### src/hw/com_consts.svh
`ifndef COM_CONSTS_SVH
`define COM_CONSTS_SVH

// =====================================================================
// Opcode classification
`define COM_ESC_PATTERN     5'h1b
`define COM_MODE_NODISP     2'h0
`define COM_MODE_DISP8      2'h1
`define COM_MODE_DISP16     2'h2
`define COM_MODE_REG        2'h3
`define COM_RM_DIRECT       3'h6

// =====================================================================
// Queue status codes {high, low}
`define COM_QS_NONE         2'h0
`define COM_QS_FIRST        2'h1
`define COM_QS_NEXT         2'h2
`define COM_QS_RSVD         2'h3

// =====================================================================
// Bus cycle status codes
`define COM_BS_FETCH        3'h4
`define COM_BS_READ         3'h5
`define COM_BS_PASSIVE      3'h7

// =====================================================================
// Sizes and reset values
`define COM_QUEUE_DEPTH     3'h6
`define COM_QUEUE_LAST      3'h5
`define COM_STACK_DEPTH     8
`define COM_ADDR_RESET      20'h0_0000
`define COM_WORD_RESET      16'h0000
`define COM_FREG_RESET      80'h0

`endif

### src/hw/com_pkg.sv
package com_pkg;

    // =================================================================
    // Data types
    typedef logic [19:0] com_addr_t;
    typedef logic [15:0] com_word_t;
    typedef logic [7:0]  com_byte_t;
    typedef logic [8:0]  com_func_t;
    typedef logic [5:0]  com_mop_t;
    typedef logic [79:0] com_freg_t;
    typedef logic [2:0]  com_sel_t;
    typedef logic [2:0]  com_status_t;

    // =================================================================
    // State machines
    typedef enum logic [2:0] {
        DEV_IDLE,
        DEV_SKIP,
        DEV_MODRM,
        DEV_DISP,
        DEV_RDWAIT
    } com_dev_state_t;

    typedef enum logic [2:0] {
        HST_IDLE,
        HST_FETCH,
        HST_QFIRST,
        HST_QNEXT,
        HST_READ,
        HST_DONE
    } com_hst_state_t;

endpackage : com_pkg

### src/hw/com_if.sv
`timescale 1ns/1ns

interface com_if;
    import com_pkg::*;

    com_status_t bus_cycle_status;
    com_addr_t   bus_addr;
    com_word_t   bus_data;
    logic        queue_status_low;
    logic        queue_status_high;

    modport host (
        output bus_cycle_status,
        output bus_addr,
        output bus_data,
        output queue_status_low,
        output queue_status_high
    );

    modport cop (
        input bus_cycle_status,
        input bus_addr,
        input bus_data,
        input queue_status_low,
        input queue_status_high
    );

endinterface : com_if

### src/hw/com_dev.sv
// Behaviour
// RL1: Opcode top five bits 11011 means coprocessor
// RL2: Fetches via bus; execution via queue status
// RL3: Non-memory form: nine bits select function
// RL4: Memory form: six bits give operand action
// RL5: Mode bits 7:6 of next byte mark memory
// RL6: Mode plus r/m give displacement byte count
// RL7: Host does no bus cycle on non-memory
// RL8: Host reads word at effective address
// RL9: Host discards dummy read data
// RL10: Host registers unchanged except pointer advance
// RL11: Host treats opcode as no-operation otherwise
// RL12: Dummy read gives address and one word
// RL13: Eight 80-bit floating-point stack registers
// RL14: Queue status: none, first, next, reserved
// RL15: Capture address and data of dummy read
// RL16: Drop bytes of non-coprocessor instructions
`timescale 1ns/1ns
`include "com_consts.svh"

module com_dev (
    input  wire logic                CLK,
    input  wire logic                RSTN,
    com_if.cop                       link,
    output      logic                FUNC_VALID,
    output      com_pkg::com_func_t  FUNC_CODE,
    output      logic                MEMOP_VALID,
    output      com_pkg::com_mop_t   MEMOP_CODE,
    output      com_pkg::com_addr_t  MEMOP_ADDR,
    output      com_pkg::com_word_t  MEMOP_DATA,
    output      logic                BUSY,
    input  wire logic                STACK_WE,
    input  wire com_pkg::com_sel_t   STACK_WSEL,
    input  wire com_pkg::com_freg_t  STACK_WDATA,
    input  wire com_pkg::com_sel_t   STACK_RSEL,
    output      com_pkg::com_freg_t  STACK_RDATA
);
    import com_pkg::*;

    // =================================================================
    // Instruction queue mirroring the host prefetch queue
    com_byte_t      queue [`COM_QUEUE_DEPTH];
    logic [2:0]     wr_ptr;
    logic [2:0]     rd_ptr;
    logic [2:0]     count;
    logic [1:0]     qs;
    logic           push_req;
    logic           pop_req;
    logic           pop_ok;
    logic           push_ok;
    logic           is_first;
    logic           is_next;
    com_byte_t      top;

    assign qs       = {link.queue_status_high, link.queue_status_low};
    assign push_req = link.bus_cycle_status == `COM_BS_FETCH;     // [RL2]
    assign pop_req  = (qs == `COM_QS_FIRST) || (qs == `COM_QS_NEXT); // [RL14]
    assign pop_ok   = pop_req && (count != 3'h0);
    assign push_ok  = push_req && ((count != `COM_QUEUE_DEPTH) || pop_ok);
    assign is_first = pop_ok && (qs == `COM_QS_FIRST);             // [RL14]
    assign is_next  = pop_ok && (qs == `COM_QS_NEXT);              // [RL14]
    assign top      = queue[rd_ptr];

    always_ff @(posedge CLK) begin
        if (!RSTN) begin
            wr_ptr <= 3'h0;
            rd_ptr <= 3'h0;
            count  <= 3'h0;
        end else begin
            if (push_ok) begin
                wr_ptr <= (wr_ptr == `COM_QUEUE_LAST) ? 3'h0 : wr_ptr + 3'h1;
            end
            if (pop_ok) begin
                rd_ptr <= (rd_ptr == `COM_QUEUE_LAST) ? 3'h0 : rd_ptr + 3'h1;
            end
            count <= count + {2'h0, push_ok} - {2'h0, pop_ok};
        end
    end

    // Queue storage carries no reset; entries are written before read
    always_ff @(posedge CLK) begin
        if (push_ok) begin
            queue[wr_ptr] <= link.bus_data[7:0];                   // [RL2]
        end
    end

    // =================================================================
    // Opcode decode
    com_dev_state_t state;
    com_dev_state_t next_state;
    logic           top_is_esc;
    logic [1:0]     top_mode;
    logic [2:0]     top_rm;
    logic [1:0]     disp_need;
    logic [1:0]     disp_left;
    logic [2:0]     opc_low;
    logic [2:0]     op_reg;
    logic           modrm_take;
    logic           func_fire;
    logic           disp_take;
    logic           rd_hit;

    assign top_is_esc = top[7:3] == `COM_ESC_PATTERN;              // [RL1]
    assign top_mode   = top[7:6];                                  // [RL5]
    assign top_rm     = top[2:0];
    assign disp_need  = (top_mode == `COM_MODE_DISP8)  ? 2'h1 :    // [RL6]
                        (top_mode == `COM_MODE_DISP16) ? 2'h2 :
                        (top_mode == `COM_MODE_NODISP &&
                         top_rm == `COM_RM_DIRECT)     ? 2'h2 : 2'h0;
    assign modrm_take = (state == DEV_MODRM) && is_next;
    assign func_fire  = modrm_take && (top_mode == `COM_MODE_REG); // [RL5]
    assign disp_take  = (state == DEV_DISP) && is_next;
    assign rd_hit     = (state == DEV_RDWAIT) &&
                        (link.bus_cycle_status == `COM_BS_READ);   // [RL12]

    always_comb begin
        next_state = state;
        if (is_first) begin
            // Non-coprocessor bytes are thrown away until next first
            next_state = top_is_esc ? DEV_MODRM : DEV_SKIP;        // [RL16]
        end else begin
            case (state)
                DEV_IDLE: begin
                    next_state = DEV_IDLE;
                end
                DEV_SKIP: begin
                    next_state = DEV_SKIP;                         // [RL16]
                end
                DEV_MODRM: begin
                    if (modrm_take) begin
                        if (top_mode == `COM_MODE_REG) begin
                            next_state = DEV_IDLE;
                        end else if (disp_need == 2'h0) begin
                            next_state = DEV_RDWAIT;
                        end else begin
                            next_state = DEV_DISP;                 // [RL6]
                        end
                    end
                end
                DEV_DISP: begin
                    if (disp_take && disp_left == 2'h1) begin
                        next_state = DEV_RDWAIT;
                    end
                end
                DEV_RDWAIT: begin
                    if (rd_hit) begin
                        next_state = DEV_IDLE;
                    end
                end
                default: begin
                    next_state = DEV_IDLE;
                end
            endcase
        end
    end

    always_ff @(posedge CLK) begin
        if (!RSTN) begin
            state     <= DEV_IDLE;
            opc_low   <= 3'h0;
            op_reg    <= 3'h0;
            disp_left <= 2'h0;
        end else begin
            state <= next_state;
            if (is_first) begin
                opc_low <= top[2:0];
            end
            if (modrm_take) begin
                op_reg    <= top[5:3];
                disp_left <= disp_need;                            // [RL6]
            end else if (disp_take) begin
                disp_left <= disp_left - 2'h1;
            end
        end
    end

    // =================================================================
    // Results toward the arithmetic unit
    always_ff @(posedge CLK) begin
        if (!RSTN) begin
            FUNC_VALID  <= 1'b0;
            FUNC_CODE   <= 9'h000;
            MEMOP_VALID <= 1'b0;
            MEMOP_CODE  <= 6'h00;
            MEMOP_ADDR  <= `COM_ADDR_RESET;
            MEMOP_DATA  <= `COM_WORD_RESET;
            BUSY        <= 1'b0;
        end else begin
            FUNC_VALID  <= func_fire;
            MEMOP_VALID <= rd_hit;
            BUSY        <= (next_state == DEV_MODRM) ||
                           (next_state == DEV_DISP) ||
                           (next_state == DEV_RDWAIT);
            if (func_fire) begin
                FUNC_CODE <= {opc_low, top[5:0]};                  // [RL3]
            end
            if (rd_hit) begin
                MEMOP_CODE <= {opc_low, op_reg};                   // [RL4]
                MEMOP_ADDR <= link.bus_addr;                       // [RL15]
                MEMOP_DATA <= link.bus_data;                       // [RL15]
            end
        end
    end

    // =================================================================
    // Floating-point register stack
    com_freg_t fregs [`COM_STACK_DEPTH];

    generate
        for (genvar i = 0; i < `COM_STACK_DEPTH; i++) begin : g_freg
            always_ff @(posedge CLK) begin
                if (!RSTN) begin
                    fregs[i] <= `COM_FREG_RESET;                   // [RL13]
                end else if (STACK_WE && STACK_WSEL == com_sel_t'(i)) begin
                    fregs[i] <= STACK_WDATA;                       // [RL13]
                end
            end
        end
    endgenerate

    always_ff @(posedge CLK) begin
        if (!RSTN) begin
            STACK_RDATA <= `COM_FREG_RESET;
        end else begin
            STACK_RDATA <= fregs[STACK_RSEL];
        end
    end

endmodule : com_dev

### src/flat_wrapper.sv
// flat-port wrapper written by rule: the top's interface ports become plain ports
module com_dev_flat import com_pkg::*;
  (CLK, RSTN, FUNC_VALID, FUNC_CODE, MEMOP_VALID, MEMOP_CODE, MEMOP_ADDR, MEMOP_DATA, BUSY, STACK_WE, STACK_WSEL, STACK_WDATA, STACK_RSEL, STACK_RDATA, link_bus_cycle_status, link_bus_addr, link_bus_data, link_queue_status_low, link_queue_status_high);
  com_if link_i ();
  input  wire logic CLK;
  input  wire logic RSTN;
  output      logic FUNC_VALID;
  output      com_pkg::com_func_t FUNC_CODE;
  output      logic MEMOP_VALID;
  output      com_pkg::com_mop_t MEMOP_CODE;
  output      com_pkg::com_addr_t MEMOP_ADDR;
  output      com_pkg::com_word_t MEMOP_DATA;
  output      logic BUSY;
  input  wire logic STACK_WE;
  input  wire com_pkg::com_sel_t STACK_WSEL;
  input  wire com_pkg::com_freg_t STACK_WDATA;
  input  wire com_pkg::com_sel_t STACK_RSEL;
  output      com_pkg::com_freg_t STACK_RDATA;
  input wire logic [$bits(link_i.bus_cycle_status)-1:0] link_bus_cycle_status;
  input wire logic [$bits(link_i.bus_addr)-1:0] link_bus_addr;
  input wire logic [$bits(link_i.bus_data)-1:0] link_bus_data;
  input wire logic [$bits(link_i.queue_status_low)-1:0] link_queue_status_low;
  input wire logic [$bits(link_i.queue_status_high)-1:0] link_queue_status_high;
  assign link_i.bus_cycle_status = link_bus_cycle_status;
  assign link_i.bus_addr = link_bus_addr;
  assign link_i.bus_data = link_bus_data;
  assign link_i.queue_status_low = link_queue_status_low;
  assign link_i.queue_status_high = link_queue_status_high;
  com_dev u_core (.CLK(CLK), .RSTN(RSTN), .link(link_i), .FUNC_VALID(FUNC_VALID), .FUNC_CODE(FUNC_CODE), .MEMOP_VALID(MEMOP_VALID), .MEMOP_CODE(MEMOP_CODE), .MEMOP_ADDR(MEMOP_ADDR), .MEMOP_DATA(MEMOP_DATA), .BUSY(BUSY), .STACK_WE(STACK_WE), .STACK_WSEL(STACK_WSEL), .STACK_WDATA(STACK_WDATA), .STACK_RSEL(STACK_RSEL), .STACK_RDATA(STACK_RDATA));
endmodule
### config.mk
export PLATFORM = sky130hd
export DESIGN_NAME = com_dev_flat
export DESIGN_NICKNAME = d
export VERILOG_FILES = /design/src/hw/com_pkg.sv /design/src/hw/com_if.sv /design/src/hw/com_dev.sv /design/src/flat_wrapper.sv
export VERILOG_INCLUDE_DIRS = /design/src /design/src/hw
export SDC_FILE = /design/constraint.sdc
export NUM_CORES = 1
export LEC_CHECK = 0
export BUFFER_PORTS_ARGS = -buffer_cell sky130_fd_sc_hd__buf_2
export CAP_MARGIN = 15
export CORE_MARGIN = 2
export CORE_UTILIZATION = 55
export DETAILED_ROUTE_END_ITERATION = 16
export PLACE_DENSITY = 0.74
export SYNTH_ARGS = -nofsm -noshare
export SYNTH_HDL_FRONTEND = slang
export SYNTH_SLANG_ARGS = --single-unit
### constraint.sdc
create_clock -name CLK -period 21.7 [get_ports CLK]
set_input_delay 4.34 -clock CLK [delete_from_list [all_inputs] [get_ports CLK]]
set_output_delay 4.34 -clock CLK [all_outputs]
set_load 0.05 [all_outputs]
# Word level (Yosys, flattened, before mapping)

Memories as Yosys holds them, arrays and structs flattened. A register that Yosys moved wholly into a read port is not among the register bits.
Index checks and enable logic that the tools add are counted.

Bits in registers: 74
Bits in writable memories: 688
Bits of input ports: 130
Output and inout port bits: 134
Memories kept: 2

Memory list:

| memory       | words | bits a word | read ports | clocked after Yosys merged registers in | write ports | line           | text |
|---|---|---|---|---|---|---|---|
| u_core.fregs | 8     | 80          | 1          | 1                                       | 8           | com_dev.sv:207 | `` com_freg_t fregs [`COM_STACK_DEPTH]; `` |
| u_core.queue | 6     | 8           | 1          | 1                                       | 1           | com_dev.sv:42  | `` com_byte_t queue [`COM_QUEUE_DEPTH]; `` |

Add/sub/neg operators: 5
Equal/unequal tests: 27
Mux-type cells: 52
Bitwise logic cells: 8
Reduce and logical (&&, ||, !) cells: 28

Operator list:

| operator                                                           | number |
|---|---|
| 80-bit 2-to-1 mux                                                  | 8 |
| 3-bit == test, second input constant                               | 11 |
| 3-bit 2-to-1 mux                                                   | 10 |
| 1-bit 2-to-1 mux                                                   | 27 |
| 3-bit by 2-bit == test with 1-bit output, second input constant    | 6 |
| 1-bit logical AND                                                  | 18 |
| 2-bit 2-to-1 mux                                                   | 6 |
| 3-bit case mux with 4 select lines                                 | 1 |
| 1-bit bitwise OR                                                   | 8 |
| 3-bit by 1-bit adder with 3-bit output, second input constant      | 2 |
| 2-bit by 1-bit == test with 1-bit output, second input constant    | 3 |
| 2-bit == test, second input constant                               | 3 |
| 3-bit by 1-bit == test with 1-bit output, second input constant    | 2 |
| 5-bit == test, second input constant                               | 1 |
| 2-bit logical NOT                                                  | 2 |
| 1-bit logical OR                                                   | 4 |
| 3-bit by 1-bit adder with 3-bit output                             | 1 |
| 3-bit logical NOT                                                  | 1 |
| 3-bit != test, second input constant                               | 1 |
| 3-bit nonzero test                                                 | 1 |
| 3-bit by 1-bit subtractor with 3-bit output                        | 1 |
| 2-bit nonzero test                                                 | 1 |
| 2-bit by 1-bit subtractor with 2-bit output, second input constant | 1 |
| 1-bit logical NOT                                                  | 1 |

# Depth between registers and ports, before layout

Depth in word-level cells: 14
Gate-level depth with buffers: 11
Gate-level depth less buffers: 11

# Worst setup path after synthesis

No wires, ideal clock.

Kind: input -> register
Start: input STACK_WSEL[2]
End: memory u_core.fregs[0][0] (netlist bit), enable pin
Setup time: 0.638 ns
Data arrival time: 10.414 ns
Path slack: 10.649 ns
Stages: 2
Path buffers: 0
Cells stage by stage: nand2b_1 o31ai_1

RTL lines:

| item        | line               | text |
|---|---|---|
| from (decl) | flat_wrapper.sv:15 | `input wire com_pkg::com_sel_t STACK_WSEL;` |
| to (decl)   | com_dev.sv:207     |  |

==> run summary <==
Outcome = finished clean
Initial antenna violation count = 19
Total Power Consumption = 0.00360 W
Flop pwr share = 52.6%
Finished Layout Cells = 3428
Number of vias per cell = 5.67
Setup TNS = 0 ns
Total GRT Usage = 24.7%
Tcrit/Tclk final = 33.2%
Final Setup Violations = 0
Critical path class = primary input to flop
Top cells by area, synth = edfxtp_1 (59%), and2_1 (12%), mux4_2 (11%)
I/O pin count = 264
First-pass GRT wire length = 123 mm
Number of flip-flops in the largest register = 640
Postcts setup bufs = 0
Routed wire length = 79.7 mm
Biggest register = u_core.fregs
Yosys warning count = 0
Highest Clock Rate = 139 MHz
Peak supply drop = 81.7 uV
Worst setup EP type = flop
CP startpoint kind = primary input
Port bufs = 263
Initial DRT Pass Iterations = 5
GPL Wtd Cong = 0.824
Cells after synthesis = 2256
Multi-input logic area = 10700 sq um
Layout cell share with drive strength beyond 1 = 24.0%
RSZ-0062 raised after global routing = false
Post-synthesis register bit count = 845
Buf/Inv on CP = 3
Smallest hold slack = 0.453 ns
HP Start = u_core.MEMOP_ADDR[18]
Leading area contributor after synthesis = edfxtp_1
Nets = 2639
DRT antenna net count = 0
Final hold viol count = 0
Worst setup path start = STACK_RSEL[0]
Synth Net Count = 2392
Critical path arrival = 7.66 ns
Worst hold path type = flop to flop
CP dominant cell by count = buf_4
Fin util = 63.3%
Global route total overflow = 0
P_sw = 0.000833 W
Post-synth top area share = 59.2%
CTS sink cnt = 845
Reg clk slew, reported paths = 0.06 ns
Initial DRC count = 1548
Logic gate share of total power = 8.9%
Leakage = 14.7 nW
Vias in the first global route = 20500
Largest net degree at the start of global routing = 81
Ys flop type = edfxtp_1
Worst Path Max Fanout = 69
Pwr dens = 90.3 nW/um^2
Starting Density = 55.4%
Slowest CP cell = buf_4
Mapped cell area = 34900 sq um
Most frequent cells in the layout = edfxtp_1 (688), and2_1 (644), buf_2 (260), mux4_2 (168), dfxtp_1 (157)
Num CTS Buffers = 86
Reg area = 23800 sq um
Max Cap Violations = 0
Layout Area Growth over Synthesis = 14.2%
Max-slew violations = 0
Die W = 256 um
Avg Cell Area, Syn = 15.5 sq um
Internal power = 0.00277 W
Number of synthesized flops with an enable pin = 688
Most common cell after layout, fill and taps aside = edfxtp_1
Clock tree buffer depth = 3
Final Skew = 0.0231 ns
Sequential cell area fraction in the yosys report = 68.2%
Switching Share = 23.1%
Later-pin clock latency in the skew report = 0.63 ns
Rel. slew slack = 26.5%
Htree depth = 3
Fillers = 4525
Crit-path max cell delay = 0.89 ns
Post-CTS Hold Buffers = 0
CORE AREA = 63000 sq um
Via Count = 19500
Die Span Y = 256 um
Top flop regs = u_core.fregs: 640 flops, u_core.STACK_RDATA: 80 flops, u_core.queue: 48 flops
Critical path's top delay family = buffers and inverters
Yosys cell types = 48
Clock network fraction of design power = 38.4%
Root Driver = clkbuf_16
Core Rows = 92
Cts repair resizes = 0
Post-layout min period = 7.19 ns
Wire per inst = 23.3 um
Ys async rst share = 0%
Die area = 65500 sq um
Drt drc = 0
HPWL Detailed = 43.6 mm
Worst slew pin tran = 1.10 ns
# placed instances = 3260
WP data required = 22.16 ns
CTS tree = yes
Crit-path cells = buf_8, buf_4, buf_4, mux4_2, mux2i_1, nor2_1
[cells by family after synthesis]
group / Yosys count / share of synthesized area, %
AOI/OAI and AO/OA: 73 / 1.17
muxes: 273 / 13.9
adders and majority gates: 6 / 0.237
buffers and inverters: 155 / 1.76
xor gates and xnor gates: 5 / 0.125
and+or+nand+nor: 899 / 14.6
DFF: 845 / 68.2
[worst min-delay path: stages, from the launching register on]
cell	delay [ns]
dfxtp_1	0.30
nand2_1	0.05
a21oi_1	0.05
[power groups by stage]
stage               registers, W  clock network, W  logic [W]
floorplan                0.00197                 0   0.000175
global placement         0.00192                 0   0.000321
detailed placement       0.00193                 0   0.000325
CTS                      0.00189           0.00141   0.000326
global route             0.00190           0.00147   0.000345
finish                   0.00189           0.00138   0.000322
[routing by layer]
layer  vias to the layer above  global-route usage, %  share of wire [%]
met5                         -                      0               0.11
met2                       710                   42.5                 51
met3                       143                   4.64                6.8
met4                        14                   8.74                2.5
li1                       8694                      -                  -
met1                      9891                   31.6                 39
[cell type report]
class | count | share of cell area (%)
timing repair buffer | 300 | 4.06
sequential | 845 | 59.7
inverter | 14 | 0.144
clock inverter | 27 | 0.383
multi-input combinational | 1256 | 26.8
clock buffer | 132 | 6.24
tap | 846 | 2.66
antenna | 8 | 0.0502
[worst paths after layout]
path | depth (start not counted) | slack [ns] | end
hold / removal | 2 | 0.45 | u_core.MEMOP_ADDR[18]
hold reg to reg | 2 | 0.45 | u_core.MEMOP_ADDR[18]
setup reg to reg | 5 | 18.82 | u_core.FUNC_CODE[5]
setup / recovery | 6 | 14.51 | u_core.STACK_RDATA[34]
[synth_stat cells, drive strengths merged, types with 3 or more instances]
| master | count |
|---|---|
| nor2 | 114 |
| nand2 | 99 |
| ha | 5 |
| mux2i | 95 |
| mux2 | 10 |
| nand3 | 5 |
| mux4 | 168 |
| clkbuf | 110 |
| or2 | 3 |
| dfxtp | 157 |
| nor3 | 11 |
| a211oi | 5 |
| and3 | 3 |
| edfxtp | 688 |
| o21ai | 8 |
| a21oi | 49 |
| nand2b | 4 |
| buf | 31 |
| inv | 14 |
| and2 | 644 |
| nor3b | 3 |
| xnor2 | 4 |
[stage by stage]
stage               setup WS (ns)  cell area (sq um)
finish                      14.51              39900
global route                14.05              39900
CTS                         14.41              39800
detailed placement          13.73              37200
global placement            13.76              37200
floorplan                   10.65              34900
(Power assumes the default switching activity.)
